**config.mk**
```make
export PLATFORM = sky130hd
export DESIGN_NAME = iarb_internal_bus_master_arbiter
export DESIGN_NICKNAME = d
export VERILOG_FILES = /design/src/pkg/iarb_pkg.sv /design/src/hdl/iarb_internal_bus_master_arbiter.sv
export SDC_FILE = /design/constraint.sdc
export NUM_CORES = 1
export LEC_CHECK = 0
export ABC_AREA = 1
export BUFFER_PORTS_ARGS = -buffer_cell sky130_fd_sc_hd__buf_4
export CAP_MARGIN = 0
export CORE_MARGIN = 4
export CORE_UTILIZATION = 40
export CTS_CLUSTER_DIAMETER = 30
export DETAILED_ROUTE_END_ITERATION = 8
export PLACE_DENSITY = 0.81
export SLEW_MARGIN = 0
export SYNTH_ARGS = -nofsm -noshare
export SYNTH_HDL_FRONTEND = slang
export SYNTH_SLANG_ARGS = --single-unit
export TNS_END_PERCENT = 100
```
**constraint.sdc**
```tcl
create_clock -name pclk -period 1.95 [get_ports pclk]
set_input_delay 0.2925 -clock pclk [delete_from_list [all_inputs] [get_ports pclk]]
set_output_delay 0.2925 -clock pclk [all_outputs]
set_load 0.03 [all_outputs]
```
**src/pkg/iarb_pkg.sv**
```systemverilog
package iarb_pkg;
    localparam int IARB_AW = 8;
    localparam logic [IARB_AW-1:0] IARB_CTRL_OFS = 8'h0C;
    localparam logic [IARB_AW-1:0] IARB_STAT_OFS = 8'h10;
    localparam logic [7:0] IARB_CTRL_RST = 8'h00;
    localparam logic [7:0] IARB_CTRL_MASK = 8'hF9;
    localparam int IARB_SCHEME_HI = 7;
    localparam int IARB_SCHEME_LO = 6;
    localparam int IARB_INT_ARB_BIT = 5;
    localparam int IARB_EXT_ARB_BIT = 4;
    localparam int IARB_SHOW_BIT = 3;
    localparam int IARB_CNT24_BIT = 0;
    localparam logic [1:0] IARB_ROUND_ROBIN = 2'h0;
    localparam logic [1:0] IARB_PARK_CORE = 2'h1;
    localparam logic [1:0] IARB_PARK_DMA = 2'h2;
    localparam logic [1:0] IARB_PARK_CURRENT = 2'h3;
    localparam logic [2:0] IARB_BW_MAX = 3'h0;
    localparam int IARB_BW_W = 3;
    localparam logic [23:0] IARB_MASK16 = 24'h00FFFF;
    localparam logic [23:0] IARB_MASK24 = 24'hFFFFFF;
    typedef enum logic [1:0] {
        IARB_OWN_CORE = 2'b00,
        IARB_OWN_DMA = 2'b01,
        IARB_OWN_EXT = 2'b10
    } iarb_owner_e;
endpackage

```
**src/hdl/iarb_internal_bus_master_arbiter.sv**
```systemverilog
module iarb_internal_bus_master_arbiter
    import iarb_pkg::*;
#(
    parameter int NUM_CH = 4,
    parameter int CH_W = 2,
    parameter int NUM_CS = 8,
    parameter int DW = 32
)
(
    input wire logic pclk,
    input wire logic presetn,
    input wire logic psel,
    input wire logic penable,
    input wire logic pwrite,
    input wire logic [IARB_AW-1:0] paddr,
    input wire logic [31:0] pwdata,
    output logic [31:0] prdata,
    output logic pready,
    output logic pslverr,
    input wire logic core_req,
    input wire logic core_int_reg,
    input wire logic [NUM_CH-1:0] dma_ch_req,
    input wire logic [NUM_CH*IARB_BW_W-1:0] dma_bandwidth_control,
    input wire logic ext_req,
    input wire logic xfer_done,
    input wire logic external_bus_grant_in_n,
    output logic core_gnt,
    output logic dma_gnt,
    output logic [CH_W-1:0] dma_gnt_ch,
    output logic ext_gnt,
    output logic core_stall,
    input wire logic [DW-1:0] int_reg_data,
    output logic [DW-1:0] ext_data_out,
    output logic ext_data_oe,
    output logic transfer_acknowledge_n_out,
    output logic transfer_acknowledge_oe,
    input wire logic address_strobe_n_in,
    output logic address_strobe_n,
    input wire logic [NUM_CS-1:0] chip_select_n_in,
    output logic [NUM_CS-1:0] chip_select_n,
    output logic dma_count_width_select,
    output logic [23:0] dma_count_mask
);

    // Pick the DMA channel with the smallest bandwidth code; ties go low index
    function automatic logic [CH_W-1:0] top_channel(
        input logic [NUM_CH-1:0] req,
        input logic [NUM_CH*IARB_BW_W-1:0] bw
    );
        logic [CH_W-1:0] best;
        logic [IARB_BW_W-1:0] best_bw;
        logic found;
        best = '0;
        best_bw = '1;
        found = 1'b0;
        for (int i = 0; i < NUM_CH; i++)
        begin
            if (req[i] && (!found || bw[i*IARB_BW_W +: IARB_BW_W] < best_bw))
            begin
                best = CH_W'(i);
                best_bw = bw[i*IARB_BW_W +: IARB_BW_W];
                found = 1'b1;
            end
        end
        return best;
    endfunction

    logic [7:0] ctrl_r;
    logic [31:0] prdata_r;
    iarb_owner_e owner_r;
    iarb_owner_e owner_nxt;
    logic active_r;
    logic last_dma_r;
    logic core_first_r;
    logic bg_negated_d_r;
    logic [CH_W-1:0] dma_ch_r;
    logic [DW-1:0] ext_data_r;
    logic [1:0] scheme;
    logic ext_arb_en;
    logic show_en;
    logic dma_req;
    logic [CH_W-1:0] dma_top;
    logic dma_max_bw;
    logic boundary;
    logic bg_negated;
    logic grant_back;
    logic core_first;
    logic int_xfer_ext;
    logic ctrl_hit;
    logic stat_hit;
    logic setup_rd;
    logic access_wr;

    // Control fields
    assign scheme = ctrl_r[IARB_SCHEME_HI:IARB_SCHEME_LO];
    assign ext_arb_en = ctrl_r[IARB_EXT_ARB_BIT];
    assign show_en = ctrl_r[IARB_SHOW_BIT];

    // APB decode; the slave never inserts wait states
    assign ctrl_hit = (paddr == IARB_CTRL_OFS);
    assign stat_hit = (paddr == IARB_STAT_OFS);
    assign setup_rd = psel && !penable && !pwrite;
    assign access_wr = psel && penable && pwrite;
    assign pready = 1'b1;
    assign pslverr = psel && penable && !(ctrl_hit || stat_hit);
    assign prdata = prdata_r;

    // Control register write; reserved bits are dropped so they read zero
    always_ff @(posedge pclk or negedge presetn)
    begin
        if (!presetn)
        begin
            ctrl_r <= IARB_CTRL_RST;
        end
        else if (access_wr && ctrl_hit)
        begin
            ctrl_r <= pwdata[7:0] & IARB_CTRL_MASK;
        end
    end

    // Read data captured in setup so it is stable through the access phase
    always_ff @(posedge pclk or negedge presetn)
    begin
        if (!presetn)
        begin
            prdata_r <= '0;
        end
        else if (setup_rd)
        begin
            if (ctrl_hit)
            begin
                prdata_r <= {24'h000000, ctrl_r};
            end
            else if (stat_hit)
            begin
                prdata_r <= {27'h0000000, core_first_r, active_r, last_dma_r, owner_r};
            end
            else
            begin
                prdata_r <= '0;
            end
        end
    end

    // DMA side: one request, the top channel's
    assign dma_req = |dma_ch_req;
    assign dma_top = top_channel(dma_ch_req, dma_bandwidth_control);
    assign dma_max_bw = dma_bandwidth_control[dma_top*IARB_BW_W +: IARB_BW_W] == IARB_BW_MAX;

    // With arbitration off, a grant tied low or high never reaches the core/DMA choice
    assign bg_negated = ext_arb_en && external_bus_grant_in_n;
    assign boundary = !active_r || xfer_done;

    // Grant just came back: the core window opens in this very cycle
    assign grant_back = bg_negated_d_r && !bg_negated;
    assign core_first = core_first_r || grant_back;

    // Next owner, evaluated only where a transfer may start
    always_comb
    begin
        owner_nxt = owner_r;
        if (bg_negated)
        begin
            if (ext_req)
            begin
                owner_nxt = IARB_OWN_EXT;
            end
            else if (core_req)
            begin
                owner_nxt = IARB_OWN_CORE;
            end
            else if (dma_req)
            begin
                owner_nxt = IARB_OWN_DMA;
            end
        end
        else if (core_first && core_req)
        begin
            owner_nxt = IARB_OWN_CORE;
        end
        else if (core_req && dma_req && dma_max_bw && scheme != IARB_PARK_CURRENT)
        begin
            owner_nxt = IARB_OWN_DMA;
        end
        else
        begin
            case (scheme)
                IARB_ROUND_ROBIN:
                begin
                    if (core_req && dma_req)
                    begin
                        owner_nxt = last_dma_r ? IARB_OWN_CORE : IARB_OWN_DMA;
                    end
                    else if (core_req)
                    begin
                        owner_nxt = IARB_OWN_CORE;
                    end
                    else if (dma_req)
                    begin
                        owner_nxt = IARB_OWN_DMA;
                    end
                end
                IARB_PARK_CORE:
                begin
                    if (core_req)
                    begin
                        owner_nxt = IARB_OWN_CORE;
                    end
                    else if (dma_req)
                    begin
                        owner_nxt = IARB_OWN_DMA;
                    end
                end
                IARB_PARK_DMA:
                begin
                    if (dma_req)
                    begin
                        owner_nxt = IARB_OWN_DMA;
                    end
                    else if (core_req)
                    begin
                        owner_nxt = IARB_OWN_CORE;
                    end
                end
                IARB_PARK_CURRENT:
                begin
                    if (owner_r == IARB_OWN_DMA)
                    begin
                        if (!dma_req && core_req)
                        begin
                            owner_nxt = IARB_OWN_CORE;
                        end
                    end
                    else if (owner_r == IARB_OWN_CORE)
                    begin
                        if (!core_req && dma_req)
                        begin
                            owner_nxt = IARB_OWN_DMA;
                        end
                    end
                    else if (core_req)
                    begin
                        owner_nxt = IARB_OWN_CORE;
                    end
                    else if (dma_req)
                    begin
                        owner_nxt = IARB_OWN_DMA;
                    end
                end
                default:
                begin
                    owner_nxt = owner_r;
                end
            endcase
            if (owner_nxt == IARB_OWN_EXT)
            begin
                // External owner left with the grant back: hand to an idle-park master
                owner_nxt = dma_req ? IARB_OWN_DMA : IARB_OWN_CORE;
            end
        end
    end

    // Owner and transfer-in-progress tracking
    always_ff @(posedge pclk or negedge presetn)
    begin
        if (!presetn)
        begin
            owner_r <= IARB_OWN_CORE;
            active_r <= 1'b0;
        end
        else if (boundary)
        begin
            owner_r <= owner_nxt;
            case (owner_nxt)
                IARB_OWN_CORE: active_r <= core_req;
                IARB_OWN_DMA: active_r <= dma_req;
                IARB_OWN_EXT: active_r <= ext_req;
                default: active_r <= 1'b0;
            endcase
        end
    end

    // Round-robin memory; reset as if DMA went last so the core starts
    always_ff @(posedge pclk or negedge presetn)
    begin
        if (!presetn)
        begin
            last_dma_r <= 1'b1;
        end
        else if (boundary && owner_nxt == IARB_OWN_DMA && dma_req)
        begin
            last_dma_r <= 1'b1;
        end
        else if (boundary && owner_nxt == IARB_OWN_CORE && core_req)
        begin
            last_dma_r <= 1'b0;
        end
    end

    // Latched channel so the grant does not wander mid-transfer
    always_ff @(posedge pclk or negedge presetn)
    begin
        if (!presetn)
        begin
            dma_ch_r <= '0;
        end
        else if (boundary && owner_nxt == IARB_OWN_DMA)
        begin
            dma_ch_r <= dma_top;
        end
    end

    // Core-first window: armed when the grant returns, spent at the next boundary;
    // a return that falls on a boundary is used at once and arms nothing
    always_ff @(posedge pclk or negedge presetn)
    begin
        if (!presetn)
        begin
            bg_negated_d_r <= 1'b0;
            core_first_r <= 1'b0;
        end
        else
        begin
            bg_negated_d_r <= bg_negated;
            if (grant_back && !boundary)
            begin
                core_first_r <= 1'b1;
            end
            else if (boundary && !bg_negated)
            begin
                core_first_r <= 1'b0;
            end
        end
    end

    // Grants follow the owner only while it has a transfer running
    assign core_gnt = active_r && owner_r == IARB_OWN_CORE;
    assign dma_gnt = active_r && owner_r == IARB_OWN_DMA;
    assign ext_gnt = active_r && owner_r == IARB_OWN_EXT;
    assign dma_gnt_ch = dma_ch_r;

    // Register cycles go out only with arbitration on and the bus held
    assign int_xfer_ext = ext_arb_en && !external_bus_grant_in_n && core_gnt
        && core_int_reg;

    // Core waits on a register access while the external bus belongs to someone else
    assign core_stall = core_req && core_int_reg && ext_arb_en
        && external_bus_grant_in_n;

    // Show data is registered; bus controller must avoid fast termination next cycle
    always_ff @(posedge pclk or negedge presetn)
    begin
        if (!presetn)
        begin
            ext_data_r <= '0;
        end
        else
        begin
            ext_data_r <= int_reg_data;
        end
    end

    assign ext_data_out = ext_data_r;
    assign ext_data_oe = int_xfer_ext && show_en;

    // Drive acknowledge ourselves so nothing outside answers
    assign transfer_acknowledge_oe = int_xfer_ext;
    assign transfer_acknowledge_n_out = !int_xfer_ext;

    // Strobes held negated for a shown register cycle
    assign address_strobe_n = int_xfer_ext ? 1'b1 : address_strobe_n_in;
    assign chip_select_n = int_xfer_ext ? '1 : chip_select_n_in;

    // DMA counter width
    assign dma_count_width_select = ctrl_r[IARB_CNT24_BIT];
    assign dma_count_mask = ctrl_r[IARB_CNT24_BIT] ? IARB_MASK24 : IARB_MASK16;

endmodule

```
==> flow_summary.ini, run 1 <==
[critical_path]
reg2regPathDepth = 9
critPathKind = in -> reg
startpoint_type = input port
crit_end = dma_gnt_ch[1]
end_kind = flip-flop
r2r_start = owner_r[0]
r2r-end = last_dma_r
reg2reg_slack_ns = 0.27
path_max_fanout = 6
crit_arrival_ns = 3.19
max_stage_delay_ns = 0.23
crit_path_frequent_cell = nand2_2
required_ns = 2.14
slowest_stage = ha_4
startpoint = dma_bandwidth_control[5]

[finish]
nFillCells = 523
final_cell_count_no_fill = 551
drive_above_1_share_pct = 55.3
area_growth_pct = 58.6
final_nets = 584
antenna_cells = 0

[cts]
cts_buffers = 5
root_buffer = clkbuf_8
cts.sink_count = 54
h-tree-depth = 2
hold_buffers = 0
path_clk_slew_ns = 0.10
clk_path_buf_depth = 2
cts_tree = yes
clock_latency_ns = 0.30

[floorplanning]
ios = 216
dieArea_sq_mm = 0.00820
die_h_um = 90.6
start_util_pct = 42.0
die_w_um = 90.6
coreArea_sq_mm = 0.00649
rows = 29

[grt]
overflow = 0
grt_max_degree = 55
grt_pass1_vias = 2549
grt_pass1_wl_mm = 11.7
track_usage_pct = 17.2
antenna_found_initial = 0

[drt]
wirelength_mm = 7.42
antenna_left = 0
remaining_drc_errors = 0
wl_per_cell_um = 13.5
drt_iter0_drc = 93
viasPerCell = 4.62
dr.pass1.iters = 5
vias = 2543

[timing]
slew_headroom_pct = 57.1
worst_pin_slew_ns = 0.644
skew_ns = 0.00659
max_freq_mhz = 334
whs_ns = 0.0103
setup_ws_ns = -1.05
finalMaxSlewViolations = 0
fin_setup_tns_ns = -5.09
grt_setup_unrepaired = yes
final.period_utilization_pct = 154
hold_violations = 0
timing.final.crit_period_ns = 3.00
finalSetupViolations = 6

[run_status]
outcome = complete, but fails checks
violations = negative setup slack

[placed_design]
dp_slack_ns = -1.33
dpl.hpwl_mm = 5.96
gp_congestion = 0.888
dpl.cell_count = 532
io_buffers = 148

[logic_synthesis]
seq_area_frac_synth_pct = 49.6
yosysUniqueCellTypes = 38
ys_warn_count = 0
yosys_most_used_dff = dfrtp_1
syn-cell-area_sq_mm = 0.00273
synth_edf_count = 0
ys_ff_latch = 54
synth_area_per_cell_sq_um = 9.34
synthCells = 292
async_flop_share_pct = 100

[power]
peakVddDrop_mv = 0.655
p_leak_nw = 2.32
powerDensity_mw_per_mm2 = 670
p_total_mw = 2.90

[flow_run]
cap_violations = 0

[min_path]
hold_class = in -> async
==> cell usage in the layout, fill, tap and decap left out, drive strengths merged <==
| cell | instances |
|---|---|
| buf | 184 |
| nand2 | 59 |
| dfrtp | 53 |
| conb | 41 |
| inv | 26 |
| nand3 | 17 |
| nor2 | 14 |
| or2 | 11 |
| nor3 | 10 |
| o21ai | 10 |
| a21oi | 7 |
| nand4 | 6 |
| mux2 | 6 |
| clkbuf | 6 |
| ha | 4 |
| clkinvlp | 2 |
| a2bb2oi | 2 |
| clkinv | 2 |
| o22ai | 2 |
| and2 | 2 |
| nor4 | 2 |
| nor3b | 1 |
| or4 | 1 |
| a221o | 1 |
| a21o | 1 |
| o221ai | 1 |
| o21a | 1 |
| o31ai | 1 |
| dfstp | 1 |
==> sequential cells by signal, indices dropped and copies added (netlist names) <==
name            cells
dma_gnt_ch          2
bg_negated_d_r      1
active_r            1
owner_r             2
prdata              8
ext_data_out       32
last_dma_r          1
ctrl_r              6
core_first_r        1
==> where the power goes <==
group	total [mW]	leakage (nW)	switching (mW)	internal (mW)
sequential	1.25	0.658	0.0500	1.20
combinational	1.00	1.61	0.593	0.410
clock	0.644	0.0478	0.351	0.293
total	2.90	2.32	0.994	1.90
==> critical path, delay by kind of cell <==
kind | cells | cell delay [ns]
AND/OR/NAND/NOR | 28 | 2.12
adder cells (fa/ha/maj) | 2 | 0.45
buffers and inverters | 4 | 0.19
AO/OA/AOI/OAI | 1 | 0.09
==> cells by family after synthesis <==
| group | count (synthesis) | synth area share [%] |
|---|---|---|
| and+or+nand+nor | 122 | 22.4 |
| buffers and inverters | 78 | 17.5 |
| DFF | 54 | 49.6 |
| AOI/OAI and AO/OA | 26 | 5.87 |
| muxes | 6 | 2.48 |
| adders and majority gates | 4 | 1.84 |
| other | 2 | 0.275 |
==> final cells by class <==
| type | count | area [sq um] | share of cell area [%] |
|---|---|---|---|
| Timing Repair Buffer | 184 | 1410 | 32.6 |
| Tap cell | 77 | 96.3 | 2.23 |
| Multi-Input combinational cell | 200 | 1240 | 28.7 |
| Clock inverter | 2 | 16.3 | 0.376 |
| Clock buffer | 6 | 82.6 | 1.91 |
| Sequential cell | 54 | 1350 | 31.3 |
| Inverter | 28 | 128 | 2.95 |
==> cell usage after synthesis (3+ instances only) <==
library cell  count  area (sq um)
dfrtp_1          53          1330
o21ai_0           6          30.0
o21ai_1           3          15.0
nand3_1          15          75.1
nor2_2            3          18.8
nand4_1           6          37.5
buf_4            49           368
a21oi_1           7          35.0
or2_2             9          56.3
nor3_1           10          50.1
nor2_1           11          41.3
ha_1              4          50.1
nand2_2           8          50.1
nand2_1          49           184
mux2_2            6          67.6
inv_1            26          97.6
==> metrics by stage <==
step           utilization (%)  area, sq um
2_1_floorplan                -         2920
4_1_cts                   64.2         4170
5_1_grt                   66.6         4320
6_report                  66.6         4320
3_3_place_gp              60.7         3950
3_5_place_dp              60.7         3950
==> worst min path at each step <==
stage                  endpoint  cells after the start    start
2_1_floorplan          active_r                      0  presetn
3_3_place_gp    ext_data_out[5]                      1  presetn
3_5_place_dp    ext_data_out[5]                      1  presetn
4_1_cts         ext_data_out[5]                      1  presetn
5_1_grt        ext_data_out[25]                      1  presetn
6_report        ext_data_out[0]                      1  presetn
==> what timing repair did <==
action / 4_1_cts / 5_1_grt
endpoints found under the setup margin: 17 / 8
buffers inserted: 7 / 3
resized for setup: 18 / 29
cloned: 0 / 1
pin swaps: 9 / 29
==> per-layer routing <==
| metal | part of all wire (%) | vias up | GRT usage [%] |
|---|---|---|---|
| met5 | 0 | - | 0 |
| met4 | 1.3 | 0 | 4.59 |
| met3 | 10 | 9 | 6.50 |
| met2 | 57 | 121 | 33.2 |
| met1 | 32 | 1190 | 16.8 |
| li1 | - | 1223 | - |
Note: power is estimated with default switching activity, not from simulation.
==> run 2, diff against run 1 <==
--- a/config.mk
+++ b/config.mk
@@ -9,10 +9,10 @@
 export BUFFER_PORTS_ARGS = -buffer_cell sky130_fd_sc_hd__buf_4
 export CAP_MARGIN = 0
 export CORE_MARGIN = 4
-export CORE_UTILIZATION = 40
+export CORE_UTILIZATION = 35
 export CTS_CLUSTER_DIAMETER = 30
 export DETAILED_ROUTE_END_ITERATION = 8
-export PLACE_DENSITY = 0.81
+export PLACE_DENSITY = 0.73
 export SLEW_MARGIN = 0
 export SYNTH_ARGS = -nofsm -noshare
 export SYNTH_HDL_FRONTEND = slang
==> flow_summary.ini, run 2 (synthesized netlist as in run 1, its figures left out) <==
[run_status]
outcome = complete, but fails checks
violations = negative setup slack

[drt]
viasPerCell = 4.40
wl_per_cell_um = 13.0
wirelength_mm = 7.44
remaining_drc_errors = 0
drt_iter0_drc = 73
dr.pass1.iters = 4
antenna_left = 0
vias = 2521

[grt]
antenna_found_initial = 0
overflow = 0
top_usage_layer = met2
grt_pass1_wl_mm = 10.5
grtUsageMet3_pct = 3.99
grtUsageMet2_pct = 27.2
track_usage_pct = 14.4
grt_pass1_vias = 2351
met1_usage_pct = 15.5
grt_max_degree = 55

[critical_path]
max_stage_delay_ns = 0.28
path_max_fanout = 6
crit_arrival_ns = 3.05
startpoint_type = input port
r2r_start = owner_r[0]
crit_path_frequent_cell = nand2_1
slowest_stage = ha_1
end_kind = flip-flop
critPathKind = in -> reg
startpoint = dma_ch_req[0]
required_ns = 2.14

[timing]
slew_headroom_pct = 55.3
finalMaxSlewViolations = 0
setup_ws_ns = -0.909
fin_setup_tns_ns = -4.40
hold_violations = 0
max_freq_mhz = 350
final.period_utilization_pct = 147
finalSetupViolations = 6
timing.final.crit_period_ns = 2.86
skew_ns = 0.00831
worst_pin_slew_ns = 0.670
grt_setup_unrepaired = yes

[placed_design]
dpl.hpwl_mm = 6.00
gp_congestion = 0.847
io_buffers = 148

[power]
powerDensity_mw_per_mm2 = 667
p_total_mw = 2.84
p_leak_nw = 2.30
peakVddDrop_mv = 0.482

[cts]
path_clk_slew_ns = 0.09
clk_path_buf_depth = 2
clock_latency_ns = 0.30
cts.sink_count = 54
cts_tree = yes
root_buffer = clkbuf_8
cts_buffers = 5
h-tree-depth = 2

[finish]
largest_reg_flops = 32
final_nets = 584
final_common_cell = buf_4
area_growth_pct = 56.1
antenna_cells = 0
seq_area_sq_mm = 0.00135
nFillCells = 686
multi_input_area_sq_mm = 0.00115
drive_above_1_share_pct = 53.4
mostFrequentLayoutCells = buf_4, dfrtp_1, nand2_1

[min_path]
hold_class = in -> async

[floorplanning]
coreArea_sq_mm = 0.00741
start_util_pct = 36.8
rows = 31
die_w_um = 96.3
die_h_um = 96.3
dieArea_sq_mm = 0.00927
ios = 216

[flow_run]
cap_violations = 0
[run 2: cell counts in the layout (fill, tap and decap cells not counted)]
Identical to the previous run, type by type.
[run 2: area by class of cell]
class | instances | area share, %
Clock buffer | 6 | 1.94
Multi-Input combinational cell | 200 | 27.1
Sequential cell | 54 | 31.8
Inverter | 28 | 2.88
Timing Repair Buffer | 184 | 33.1
Clock inverter | 2 | 0.294
Tap cell | 99 | 2.91
[run 2: final timing paths]
path | endpoint | slack (ns) | depth (start not counted)
worst min-delay path | ext_data_out[8] | 0.02 | 1
worst max register to register | last_dma_r | 0.27 | 9
worst max-delay path | dma_gnt_ch[1] | -0.91 | 33
max in group asynchronous | owner_r[0] | 1.46 | 1
min in group pclk | ext_data_out[20] | 0.09 | 1
worst min register to register | dma_gnt_ch[1] | 0.48 | 2
[run 2: repair_timing]
action | in CTS | in global routing
setup endpoints to repair | 16 | 8
pin swaps | 8 | 8
cloned | 0 | 1
setup buffers | 5 | 4
resized for setup | 18 | 13
hold buffers | 0 | 0
[run 2: worst max-delay path, delay by kind of cell]
family	cells	cell delay [ns]
and+or+nand+nor	26	1.87
AOI/OAI and AO/OA	2	0.20
buffers and inverters	3	0.18
adders and majority gates	2	0.49
[run 2: metal layers]
metal | vias up | part of all wire, % | wire [um]
met1 | 1176 | 34 | 2510
met4 | 0 | 1.0 | 78
met2 | 115 | 54 | 4040
met3 | 7 | 11 | 821
met5 | - | 0 | 0
li1 | 1223 | - | -
[run 2: stage by stage]
| stage | hold slack (ns) | std cells | utilization, % | setup slack, ns | area (sq um) |
|---|---|---|---|---|---|
| 5_1_grt | 0.0560 | 573 | 57.5 | -1.17 | 4260 |
| 2_1_floorplan | -0.00309 | 331 | - | -0.931 | 2920 |
| 3_3_place_gp | 0.363 | 555 | 53.7 | -1.16 | 3980 |
| 3_5_place_dp | 0.379 | 555 | 53.7 | -1.37 | 3980 |
| 4_1_cts | 0.0363 | 568 | 56.3 | -0.937 | 4170 |
| 6_report | 0.0162 | 573 | 57.5 | -0.909 | 4260 |
[run 2: power by group]
| part | internal (mW) | switching (mW) | leakage (nW) | total (mW) |
|---|---|---|---|---|
| clock network | 0.286 | 0.349 | 0.0472 | 0.634 |
| registers | 1.20 | 0.0492 | 0.658 | 1.25 |
| logic | 0.388 | 0.568 | 1.60 | 0.956 |
| total | 1.88 | 0.966 | 2.30 | 2.84 |
==> run 3, diff against run 2 <==
--- a/config.mk
+++ b/config.mk
@@ -13,6 +13,8 @@
 export CTS_CLUSTER_DIAMETER = 30
 export DETAILED_ROUTE_END_ITERATION = 8
 export PLACE_DENSITY = 0.73
+export RECOVER_POWER = 50
+export SKIP_CTS_REPAIR_TIMING = 1
 export SLEW_MARGIN = 0
 export SYNTH_ARGS = -nofsm -noshare
 export SYNTH_HDL_FRONTEND = slang
==> flow_summary.ini, run 3 (synthesized netlist as in run 1, its figures left out) <==
[run_status]
outcome = complete, but fails checks
violations = negative setup slack

[critical_path]
path_max_fanout = 6
crit_path_frequent_cell = nand2_1
startpoint_type = input port
slowest_stage = ha_1
crit_arrival_ns = 3.05
critPathKind = in -> reg
required_ns = 2.15
max_stage_delay_ns = 0.28
end_kind = flip-flop

[timing]
fin_setup_tns_ns = -4.37
hold_violations = 0
setup_ws_ns = -0.902
skew_ns = 0.00546
final.period_utilization_pct = 146
worst_pin_slew_ns = 1.32
max_freq_mhz = 351
finalMaxSlewViolations = 0
slew_headroom_pct = 12.1
timing.final.crit_period_ns = 2.85
grt_setup_unrepaired = yes
finalSetupViolations = 6
whs_ns = 0.109

[power]
peakVddDrop_mv = 0.489
combPwrFrac_pct = 33.1
sw_frac_of_total_pct = 34.2
powerDensity_mw_per_mm2 = 670
clkPwrFrac_pct = 22.6
p_leak_nw = 2.28
seq_power_share_pct = 44.3
p_total_mw = 2.82
switchingPower_uw = 965
internal-power_mw = 1.86

[finish]
final_cell_count_no_fill = 569
nFillCells = 691
largest_reg_flops = 32
drive_above_1_share_pct = 52.6
multi_input_area_sq_mm = 0.00115
antenna_cells = 0
postLayoutCoreUtil_pct = 56.9
mostFrequentLayoutCells = buf_4, dfrtp_1, nand2_1
postLayoutCellArea_sq_mm = 0.00421
seq_area_sq_mm = 0.00135
area_growth_pct = 54.6
final_common_cell = buf_4
final_nets = 580

[drt]
dr.pass1.iters = 4
antenna_left = 0
viasPerCell = 4.40
drt_iter0_drc = 67
wirelength_mm = 7.34
wl_per_cell_um = 12.9
remaining_drc_errors = 0
vias = 2502

[grt]
grt_pass1_wl_mm = 10.1
top_usage_layer = met2
grtUsageMet3_pct = 3.91
grt_max_degree = 55
met1_usage_pct = 15.1
overflow = 0
grt_pass1_vias = 2282
grtUsageMet2_pct = 25.9
antenna_found_initial = 0
track_usage_pct = 13.8

[min_path]
hold_class = in -> reg

[cts]
cts.sink_count = 54
clk_path_buf_depth = 2
h-tree-depth = 2
cts_tree = yes
path_clk_slew_ns = 0.09
cts_buffers = 5
root_buffer = clkbuf_8
clock_latency_ns = 0.30

[floorplanning]
dieArea_sq_mm = 0.00927
start_util_pct = 36.8
die_h_um = 96.3
ios = 216
rows = 31
coreArea_sq_mm = 0.00741
die_w_um = 96.3

[flow_run]
cap_violations = 0

[placed_design]
dpl.cell_count = 555
dp_slack_ns = -1.37
place_area_sq_mm = 0.00398
gp_congestion = 0.847
dpl.hpwl_mm = 6.00
io_buffers = 148
[run 3: cell count changes in the layout (fill, tap and decap cells not counted), sizes merged]
| cell | previous run | this run |
|---|---|---|
| buf | 184 | 147 |
| clkbuf | 6 | 39 |
[run 3: critical path, delay by kind of cell]
| family | cells | cell delay (ns) |
|---|---|---|
| and+or+nand+nor | 26 | 1.86 |
| adders and majority gates | 2 | 0.49 |
| AOI/OAI and AO/OA | 2 | 0.21 |
| buffers and inverters | 3 | 0.19 |
[run 3: path summary, 6_finish.rpt]
| check | to | cells past startpoint | start | slack, ns |
|---|---|---|---|---|
| max in group asynchronous | owner_r[0] | 1 | presetn | 0.80 |
| worst min register to register | dma_gnt_ch[1] | 2 | dma_gnt_ch[1] | 0.48 |
| worst min-delay path | ext_data_out[5] | 1 | int_reg_data[5] | 0.11 |
| worst max register to register | dma_gnt_ch[1] | 9 | owner_r[0] | 0.29 |
| worst max-delay path | dma_gnt_ch[1] | 33 | dma_ch_req[0] | -0.90 |
| min in group asynchronous | ext_data_out[8] | 1 | presetn | 0.26 |
[run 3: cell type report]
cell class	count	share of cell area (%)
timing repair buffer	180	32.5
clock buffer	6	1.96
tap	99	2.94
inverter	28	2.85
multi-input combinational	200	27.4
clock inverter	2	0.297
sequential	54	32.1
[run 3: routing by layer]
metal  vias to the layer above  wire [um]
met5                         -          0
met4                         0         79
met3                         7        846
met2                       119       3930
met1                      1161       2480
li1                       1215          -
[run 3: power by group through the flow]
stage / Clock, mW / Combinational [mW] / Sequential, mW
after floorplan: 0 / 0.446 / 1.38
after global placement: 0 / 0.882 / 1.27
after global routing: 0.710 / 1.01 / 1.26
final: 0.639 / 0.933 / 1.25
after CTS: 0.665 / 0.899 / 1.25
after detailed placement: 0 / 0.897 / 1.27
